**config.mk**
```make
export PLATFORM = sky130hd
export DESIGN_NAME = btg_top
export DESIGN_NICKNAME = d
export VERILOG_FILES = /design/src/verilog/btg_pkg.sv /design/src/verilog/btg_frac_div.sv /design/src/verilog/btg_top.sv
export SDC_FILE = /design/constraint.sdc
export NUM_CORES = 1
export LEC_CHECK = 0
export ABC_AREA = 1
export ABC_CLOCK_PERIOD_IN_PS = 3300
export BUFFER_PORTS_ARGS = -buffer_cell sky130_fd_sc_hd__buf_2
export CORE_MARGIN = 1.5
export CORE_UTILIZATION = 45
export CTS_CLUSTER_SIZE = 28
export DETAILED_ROUTE_END_ITERATION = 7
export GPL_TIMING_DRIVEN = 0
export HOLD_SLACK_MARGIN = 0.06
export PLACE_DENSITY = 0.57
export RECOVER_POWER = 50
export SETUP_SLACK_MARGIN = 0.3
export SYNTH_ARGS = -nofsm -noshare
export SYNTH_HDL_FRONTEND = slang
export SYNTH_SLANG_ARGS = --single-unit
```
**constraint.sdc**
```tcl
create_clock -name ref_clk -period 3.3 [get_ports ref_clk]
set_input_delay 0.33 -clock ref_clk [delete_from_list [all_inputs] [get_ports ref_clk]]
set_output_delay 0.33 -clock ref_clk [all_outputs]
set_load 0.05 [all_outputs]
```
**src/verilog/btg_pkg.sv**
```systemverilog
package btg_pkg;

	// Clock rates
	localparam int unsigned REF_CLK_HZ  = 200_000_000;
	localparam int unsigned SRC_CLK_HZ  = 12_000_000;
	localparam int unsigned WORK_CLK_HZ = 1_500_000;
	localparam int unsigned PHASE_UNIT  = 1_000_000;

	// Phase accumulator making the source clock enable from ref_clk
	localparam logic [7:0] PHASE_STEP = 8'(SRC_CLK_HZ / PHASE_UNIT);
	localparam logic [7:0] PHASE_MOD  = 8'(REF_CLK_HZ / PHASE_UNIT);

	// Prescaler from source clock to working clock
	localparam int unsigned PRE_DIV  = SRC_CLK_HZ / WORK_CLK_HZ;
	localparam logic [2:0]  PRE_LAST = 3'(PRE_DIV - 1);

	// Fractional dividers, kept rate over total pulses, one per note bit
	localparam int unsigned FRAC_CNT = 4;
	localparam int unsigned FRAC_NUM [FRAC_CNT] = '{101, 49, 50, 80};
	localparam int unsigned FRAC_DEN [FRAC_CNT] = '{107, 55, 63, 127};

	// Final tone divider
	localparam int unsigned TONE_DIV  = 154;
	localparam logic [7:0]  TONE_LAST = 8'(TONE_DIV - 1);
	localparam logic [7:0]  TONE_HALF = 8'(TONE_DIV / 2);

	// Register offsets
	localparam logic [3:0] OFS_FREQ = 4'h0;
	localparam logic [3:0] OFS_VOL  = 4'h4;
	localparam logic [3:0] OFS_GEN  = 4'h8;

	// Field positions
	localparam int unsigned FREQ_OCT_LSB   = 0;
	localparam int unsigned FREQ_NOTE_LSB  = 2;
	localparam int unsigned VOL_SWITCH_BIT = 0;
	localparam int unsigned VOL_LEVEL_LSB  = 1;
	localparam int unsigned GEN_CLKEN_BIT  = 0;
	localparam int unsigned GEN_BYPASS_BIT = 1;

	// Reset values
	localparam logic [3:0] NOTE_RST   = 4'h0;
	localparam logic [1:0] OCT_RST    = 2'h0;
	localparam logic [5:0] VOL_RST    = 6'h00;
	localparam logic       SWITCH_RST = 1'b0;
	localparam logic       CLKEN_RST  = 1'b0;
	localparam logic       BYPASS_RST = 1'b0;

endpackage

```
**src/verilog/btg_frac_div.sv**
```systemverilog
`timescale 1ns/1ps

// Pulse-dropping divider: keeps NUM of every DEN input pulses, spread evenly
module btg_frac_div
	import btg_pkg::*;
#(
	parameter int unsigned NUM = 101,
	parameter int unsigned DEN = 107
)(
	// Clock and reset
	input  wire logic clk,
	input  wire logic rst_n,
	// Pulse stream
	input  wire logic in_en,
	input  wire logic engage,
	output logic      out_en
);

	typedef struct packed {
		logic [7:0] acc;
	} btg_fd_state_t;

	localparam logic [7:0] NUM_W = 8'(NUM);
	localparam logic [7:0] DEN_W = 8'(DEN);

	btg_fd_state_t s_q;
	btg_fd_state_t s_d;
	logic [7:0]    sum;

	// Accumulator overflow keeps a pulse; periods differ by one input period
	always_comb
	begin
		s_d = s_q;
		sum = s_q.acc + NUM_W;
		out_en = in_en;
		if (in_en && engage)
		begin
			if (sum >= DEN_W)
			begin
				s_d.acc = sum - DEN_W;
			end
			else
			begin
				s_d.acc = sum;
				out_en = 1'b0; // Dropped pulse
			end
		end
	end

	always_ff @(posedge clk or negedge rst_n)
	begin
		if (!rst_n)
			s_q <= '0;
		else
			s_q <= s_d;
	end

endmodule

```
**src/verilog/btg_top.sv**
```systemverilog
// Operation
// All tone timing derives from one 12 MHz source clock enable.
// Prescaler divides source clock to a 1500 kHz working clock.
// Four chained fractional dividers, each enabled by a note bit, else pass-through.
// Dividers drop pulses, e.g. six of every 107, evenly spread.
// Octave field selects chain output divided by 2, 4, 8 or 16.
// Multiplexer output is divided by 154 to make the tone.
// Frequency register: note in bits 5:2, octave in 1:0, reset zero.
// Software programs only valid codes, never note codes with top bits set.
// Frequency and volume writes take effect on tone clock; reads return stored value.
// General control register is written and read directly.
// General control bit 1 set bypasses the divide-by-154 stage.
// General control bit 0 enables the tone clock; off after reset.
// Six-bit volume counter on the source clock wraps after 63.
// Volume pulse high while counter is at or below volume level.
// Volume pulse high y+1 and low 63-y source periods each cycle.
// Volume register holds level in bits 6:1, reset zero; louder when larger.
// Volume register bit 0 switches tone on, reset off.
// Three 8-bit registers at offsets 0x00, 0x04 and 0x08.
// Buzzer output is tone AND volume pulse.
// Buzzer output held low while tone off or tone clock disabled.
`timescale 1ns/1ps

module btg_top
	import btg_pkg::*;
(
	// Clock and reset
	input  wire logic       ref_clk,
	input  wire logic       nrst,
	// Register port
	input  wire logic [3:0] reg_addr,
	input  wire logic       reg_wr_en,
	input  wire logic       reg_rd_en,
	input  wire logic [7:0] reg_wdata,
	output logic      [7:0] reg_rdata,
	// Buzzer
	output logic            buzz_out
);

	typedef struct packed {
		logic [3:0] note_q;   // Stored as written
		logic [1:0] oct_q;
		logic [5:0] vol_q;
		logic       switch_q;
		logic       clken;
		logic       bypass;
		logic [3:0] note_a;   // Copies applied on the tone clock
		logic [1:0] oct_a;
		logic [5:0] vol_a;
		logic       switch_a;
		logic [7:0] phase;
		logic [2:0] pre_cnt;
		logic [3:0] oct_cnt;
		logic [7:0] div_cnt;
		logic       tone;
		logic [5:0] vol_cnt;
		logic       buzz;
		logic [7:0] rdata;
	} btg_state_t;

	btg_state_t s_q;
	btg_state_t s_d;

	logic [1:0]          rst_sync_q;
	logic                rst_n;
	logic [8:0]          phase_sum;
	logic                src_en;
	logic                work_en;
	logic [FRAC_CNT:0]   chain_en;
	logic [3:0]          oct_mask;
	logic                mux_en;
	logic [7:0]          div_next;
	logic                vol_pulse;
	logic [2:0]          hit;

	// Address decode, shared by write and read paths
	function automatic logic [2:0] reg_hit(input logic [3:0] a);
		reg_hit = {a == OFS_GEN, a == OFS_VOL, a == OFS_FREQ};
	endfunction

	// Reset release through two flops; assertion stays asynchronous
	always_ff @(posedge ref_clk or negedge nrst)
	begin
		if (!nrst)
			rst_sync_q <= 2'b00;
		else
			rst_sync_q <= {rst_sync_q[0], 1'b1};
	end

	assign rst_n = rst_sync_q[1];

	// Source clock enable: 12 of every 200 ref cycles, gated by clock enable
	assign phase_sum = {1'b0, s_q.phase} + {1'b0, PHASE_STEP};
	assign src_en    = (phase_sum >= {1'b0, PHASE_MOD}) && s_q.clken;

	// Prescaler pulse once per PRE_DIV source pulses
	assign work_en = src_en && (s_q.pre_cnt == PRE_LAST);

	// Fractional chain, divider i engaged by note bit i
	assign chain_en[0] = work_en;
	generate
		for (genvar i = 0; i < FRAC_CNT; i++)
		begin : g_frac
			btg_frac_div #(
				.NUM (FRAC_NUM[i]),
				.DEN (FRAC_DEN[i])
			) u_frac (
				.clk    (ref_clk),
				.rst_n  (rst_n),
				.in_en  (chain_en[i]),
				.engage (s_q.note_a[i]),
				.out_en (chain_en[i+1])
			);
		end
	endgenerate

	// Octave select: pass one chain pulse in 2, 4, 8 or 16
	assign oct_mask = 4'((5'd2 << s_q.oct_a) - 5'd1);
	assign mux_en   = chain_en[FRAC_CNT] && ((s_q.oct_cnt | ~oct_mask) == 4'hF);

	assign div_next  = (s_q.div_cnt == TONE_LAST) ? 8'h00 : s_q.div_cnt + 8'h01;
	assign vol_pulse = (s_q.vol_cnt <= s_q.vol_a);
	assign hit       = reg_hit(reg_addr);

	// Next state of the whole block
	always_comb
	begin
		s_d = s_q;

		// Register writes; general control acts at once
		if (reg_wr_en && hit[0])
		begin
			s_d.note_q = reg_wdata[FREQ_NOTE_LSB +: 4];
			s_d.oct_q  = reg_wdata[FREQ_OCT_LSB +: 2];
		end
		if (reg_wr_en && hit[1])
		begin
			s_d.vol_q    = reg_wdata[VOL_LEVEL_LSB +: 6];
			s_d.switch_q = reg_wdata[VOL_SWITCH_BIT];
		end
		if (reg_wr_en && hit[2])
		begin
			s_d.clken  = reg_wdata[GEN_CLKEN_BIT];
			s_d.bypass = reg_wdata[GEN_BYPASS_BIT];
		end

		// Reads show stored copies, not the applied ones; unmapped reads zero
		if (reg_rd_en)
		begin
			if (hit[0])
				s_d.rdata = {2'b00, s_q.note_q, s_q.oct_q};
			else if (hit[1])
				s_d.rdata = {1'b0, s_q.vol_q, s_q.switch_q};
			else if (hit[2])
				s_d.rdata = {6'h00, s_q.bypass, s_q.clken};
			else
				s_d.rdata = 8'h00;
		end

		// Phase accumulator runs always so the rate stays exact
		if (phase_sum >= {1'b0, PHASE_MOD})
			s_d.phase = 8'(phase_sum - {1'b0, PHASE_MOD});
		else
			s_d.phase = phase_sum[7:0];

		// Tone clock domain: everything below moves on src_en only
		if (src_en)
		begin
			s_d.note_a   = s_q.note_q;
			s_d.oct_a    = s_q.oct_q;
			s_d.vol_a    = s_q.vol_q;
			s_d.switch_a = s_q.switch_q;
			s_d.pre_cnt  = (s_q.pre_cnt == PRE_LAST) ? 3'h0 : s_q.pre_cnt + 3'h1;
			s_d.vol_cnt  = s_q.vol_cnt + 6'h01; // Wraps 63 to 0
		end

		if (chain_en[FRAC_CNT])
			s_d.oct_cnt = s_q.oct_cnt + 4'h1;

		// Final divide by 154, or bypass with a plain toggle
		if (mux_en)
		begin
			if (s_q.bypass)
			begin
				s_d.tone = ~s_q.tone;
			end
			else
			begin
				s_d.div_cnt = div_next;
				s_d.tone    = (div_next < TONE_HALF);
			end
		end

		// Output: tone chopped by volume pulse, low when off or stopped
		s_d.buzz = s_q.tone && vol_pulse && s_q.switch_a && s_q.clken;
	end

	// State register
	always_ff @(posedge ref_clk or negedge rst_n)
	begin
		if (!rst_n)
		begin
			s_q          <= '0;
			s_q.note_q   <= NOTE_RST;
			s_q.oct_q    <= OCT_RST;
			s_q.vol_q    <= VOL_RST;
			s_q.switch_q <= SWITCH_RST;
			s_q.clken    <= CLKEN_RST;
			s_q.bypass   <= BYPASS_RST;
			s_q.note_a   <= NOTE_RST;
			s_q.oct_a    <= OCT_RST;
			s_q.vol_a    <= VOL_RST;
			s_q.switch_a <= SWITCH_RST;
			s_q.div_cnt  <= TONE_LAST; // Starts on the low side, so the first high run is full
		end
		else
		begin
			s_q <= s_d;
		end
	end

	assign reg_rdata = s_q.rdata;
	assign buzz_out  = s_q.buzz;
endmodule

```
==> results <==
- The core region is 12100 um2.
- The floorplan step defined a die boundary enclosing 13000 um2.
- For this design the ratio of total power to cell area is 440 nW/um2.
- Summed over all layers, the global routing overflow is 0.
- The source-to-sink clock delay at the later pin of the worst-skew pair is 340 ps.
- The maximum clock rate is about 380 MHz.
- No sink is reached through more buffers than the 2 on the longest clock path.
- The distinct cell type count after synthesis is 40.
- Cell internal power was estimated by the tool at 2.02 mW.
- The sequential element share of the synthesized area is 0.442.
- The number of global-route vias before repair is approximately 4.2k.
- The data arrival time of the critical path is 2920 ps.
- The number of slew-limit violations in the final report was 60.
- Of the cells placed in the final design, the portion with a size suffix greater than 1 is 0.108.
- The warning count from the yosys run is 0.
- Routability-driven placement finished with a final weighted congestion of 0.869.
- The die outline height is between 100 and 150 um.
- The biggest fanout along the worst timing path is 10.
- Detailed routing inserted a total of 4363 vias.
- The most used flip-flop cell after synthesis is dfrtp_1.
- The floorplan has 40 rows.
- The final reports fail on capacitance limit, slew limit.
- The final-stage net count is 760.
- For this configuration, the core starts out at a cell density of 0.461.
- For this block, the initial DRC count from the detailed router was 322.
- The net load switching power is 0.715 mW.
- The total of endpoints with negative setup slack in the final report is 0.
- The number of setup buffers added after CTS is 0.
- Setup repair after global routing left no endpoint under its margin.
- The layout has 1152 filler cells.
- The number of flops mapped to enable cells by yosys is 0.
- The worst path needs around 2600 ps of the cycle, external delays included.
- The nature of the critical path endpoint is a flop.
- Counting every sink on the clock net gives 98.
- The wire length per cell after detailed routing is between 10 and 15 um.
- Of the total power, the share spent switching nets is 0.261.
- The count of buffers added on input and output ports is 21.
- The average cell area after synthesis is just over 8 um2.
- The hold violation count in the final report came to 0.
- Across the run, the number of max-cap violations was 1.
- The total inserted antenna cells is 0.
- The count of nets left with antenna violations once routing finished came out at 0.
- The post-synthesis instance area is ~5600 um2.
- The initial antenna violation count is 0.
- The TritonCTS clock tree is yes.
- Counting every net in the synthesized netlist gives about 730.
- The instance count of the mapped netlist is ~680.
- The classification of the worst-slack hold path is in -> reg.
- Entering global routing, the biggest net connects 61 pins.
- For this design the top-level I/O count stands at 25.
- The global router's overall resource usage is 0.184.
- The global-route wire length before repair is 19.3 mm.
- The share of total power dissipated in combinational logic is 0.099.
- The clock power share is 0.399.
- CTS placed an instance of clkbuf_16 at the clock tree root.
- The least setup slack across all paths after layout is 668 ps.
- At the placement stage, the worst setup path has a slack of 632 ps.
- The worst hold slack is approximately 250 ps.
- The first detailed-routing pass took 4 iterations.
- The HPWL after detailed placement is ~8.1 mm.
- For this design the static power due to leakage is 3.20 nW.
- The number of storage elements in the synthesis netlist is 98.
- The number of H-tree branching levels is 3.
- The clock-pin slew on the worst setup and hold paths is 70 ps.
- The fraction of registers with async set/reset is 1.00.
- The flow ran to the end, but the final reports show violations.
- The setup path with the least slack is of type reg -> reg.
- After detailed routing, the total wire length is between 10 and 15 mm.
- On the final layout, the worst clock skew is 7.11 ps.
- The worst IR drop on VDD is roughly 0.33 mV.
- Relative to the synthesized area, the layout overhead comes to 11.8%.
- The data required time of the critical path is 3580 ps.
- In this run the horizontal extent of the chip is approximately 110 um.
- Summed over all failing endpoints, the final setup total negative slack is 0 ps.
- The kind of start point of the critical path is a flop.
- The DRC violations left is 0.
- The count of cells resized by post-cts repair is 0.
- The portion of the clock cycle consumed by the worst path in the final layout is 0.798.
- The mean number of vias per cell is slightly below 5.
- The transition time at the pin with the least slew margin is 2430 ps.
- Measured against its own limit, the worst slew margin works out to -0.619.
- The number of buffers created by CTS is 9.
- The power share of the sequential group is 0.502.
registers in the layout, summed over array words and instances, names as in the netlist:
signal             flops
reg_rdata              7
rst_sync_q             2
s_q                   56
buzz_out               1
g_frac.u_frac.s_q     32
placed cells by master, fill, tap and decap left out, types with 3 or more instances in the layout:
cell type and instances:
nor2_1 38, nand3_4 3, o21ai_1 3, inv_2 5
a31oi_1 6, nand3_1 42, xnor2_1 12, nand4_1 8
ha_1 27, inv_1 71, o21ai_0 56, dfstp_2 4
nand3b_1 4, nand2_2 6, clkinv_1 3, buf_2 22
dfrtp_1 94, clkbuf_1 7, nor3_1 4, clkbuf_16 9
xor2_1 36, nor2_4 3, nand2_1 207, buf_4 8
a21oi_1 12
routing by layer:
layer | global-route usage | up-vias | part of all wire
met3 | 0.0312 | 11 | 0.021
met4 | 0.0667 | 0 | 0.016
li1 | - | 2241 | -
met2 | 0.306 | 39 | 0.47
met5 | 0 | - | 0
met1 | 0.243 | 2072 | 0.49
timing repair:
item,CTS,global route
hold endpoints to repair,2,0
hold buffers,1,0
setup endpoints to repair,0,0
worst paths after layout:
path	from	endpoint	slack, ps	depth (start not counted)
max in group asynchronous	rst_sync_q[1]	g_frac[3].u_frac.s_q[3]	880	0
min	reg_wdata[6]	s_q[60]	250	3
max reg2reg	s_q[33]	s_q[50]	670	15
min reg2reg	rst_sync_q[0]	rst_sync_q[1]	360	0
min in group asynchronous	nrst	rst_sync_q[0]	290	2
max	s_q[33]	s_q[50]	670	15
metrics by stage:
stage                     instance area, um2  total power [mW]   util  instances
after floorplan                         5570              1.58      -        683
after global placement                  5880              1.66  0.488        872
after detailed placement                5900              1.67  0.490        873
after CTS                               6230              2.78  0.516        890
after global routing                    6220              2.89  0.516        890
final                                   6220              2.74  0.516        890
area by class of cell:
| class | count | area, um2 | share of cell area |
|---|---|---|---|
| Multi-Input combinational cell | 490 | 2720 | 0.437 |
| Sequential cell | 98 | 2460 | 0.395 |
| Inverter | 79 | 297 | 0.0477 |
| Clock buffer | 11 | 253 | 0.0406 |
| Tap cell | 168 | 210 | 0.0338 |
| Timing Repair Buffer | 23 | 133 | 0.0213 |
| Buffer | 16 | 93.8 | 0.0151 |
| Clock inverter | 5 | 60.1 | 0.00965 |
synthesized netlist by cell type (all sizes together), types with 2 or more instances:
| library cell | instances | area, um2 |
|---|---|---|
| inv | 76 | 285 |
| dfrtp | 94 | 2350 |
| a31oi | 6 | 37.5 |
| a21oi | 12 | 60.1 |
| nand2 | 214 | 826 |
| nand3 | 47 | 283 |
| clkbuf | 5 | 18.8 |
| dfstp | 4 | 105 |
| clkinv | 3 | 11.3 |
| conb | 2 | 7.51 |
| nor2 | 45 | 229 |
| o21ai | 59 | 295 |
| xnor2 | 12 | 105 |
| a32oi | 2 | 17.5 |
| ha | 27 | 338 |
| nand4 | 9 | 71.3 |
| nand3b | 4 | 30.0 |
| o21bai | 2 | 15.0 |
| o31ai | 2 | 15.0 |
| nor3 | 4 | 20.0 |
| buf | 11 | 75.1 |
| xor2 | 36 | 315 |
cells by family (layout without fill, tap and decap cells):
kind of cell             Yosys count  after routing  share of synthesized area
AO/OA/AOI/OAI                     87             87                     0.0850
XOR/XNOR                          48             48                     0.0755
adder cells (fa/ha/maj)           27             27                     0.0607
buffers and inverters             95            134                     0.0701
flip-flops                        98             98                      0.442
other                              2              2                    0.00135
AND/OR/NAND/NOR                  326            326                      0.266
worst max-delay path: stages, from the launching register on:
cell,delay (ps)
dfrtp_1,390
inv_1,90
ha_1,210
inv_1,90
nand2_1,60
nand2_1,100
inv_1,80
ha_1,230
o211ai_1,110
nand2_1,120
nand2_4,130
nand2_1,150
clkinv_1,180
clkbuf_1,410
nand2_1,140
nand2_1,90
power by group through the flow:
stage / Clock [mW] / Sequential (mW) / Combinational, mW
floorplan: 0 / 1.38 / 0.200
global placement: 0 / 1.41 / 0.252
detailed placement: 0 / 1.40 / 0.273
CTS: 1.13 / 1.38 / 0.275
global route: 1.18 / 1.39 / 0.316
finish: 1.09 / 1.37 / 0.270
Power figures use the tool's default switching activity.
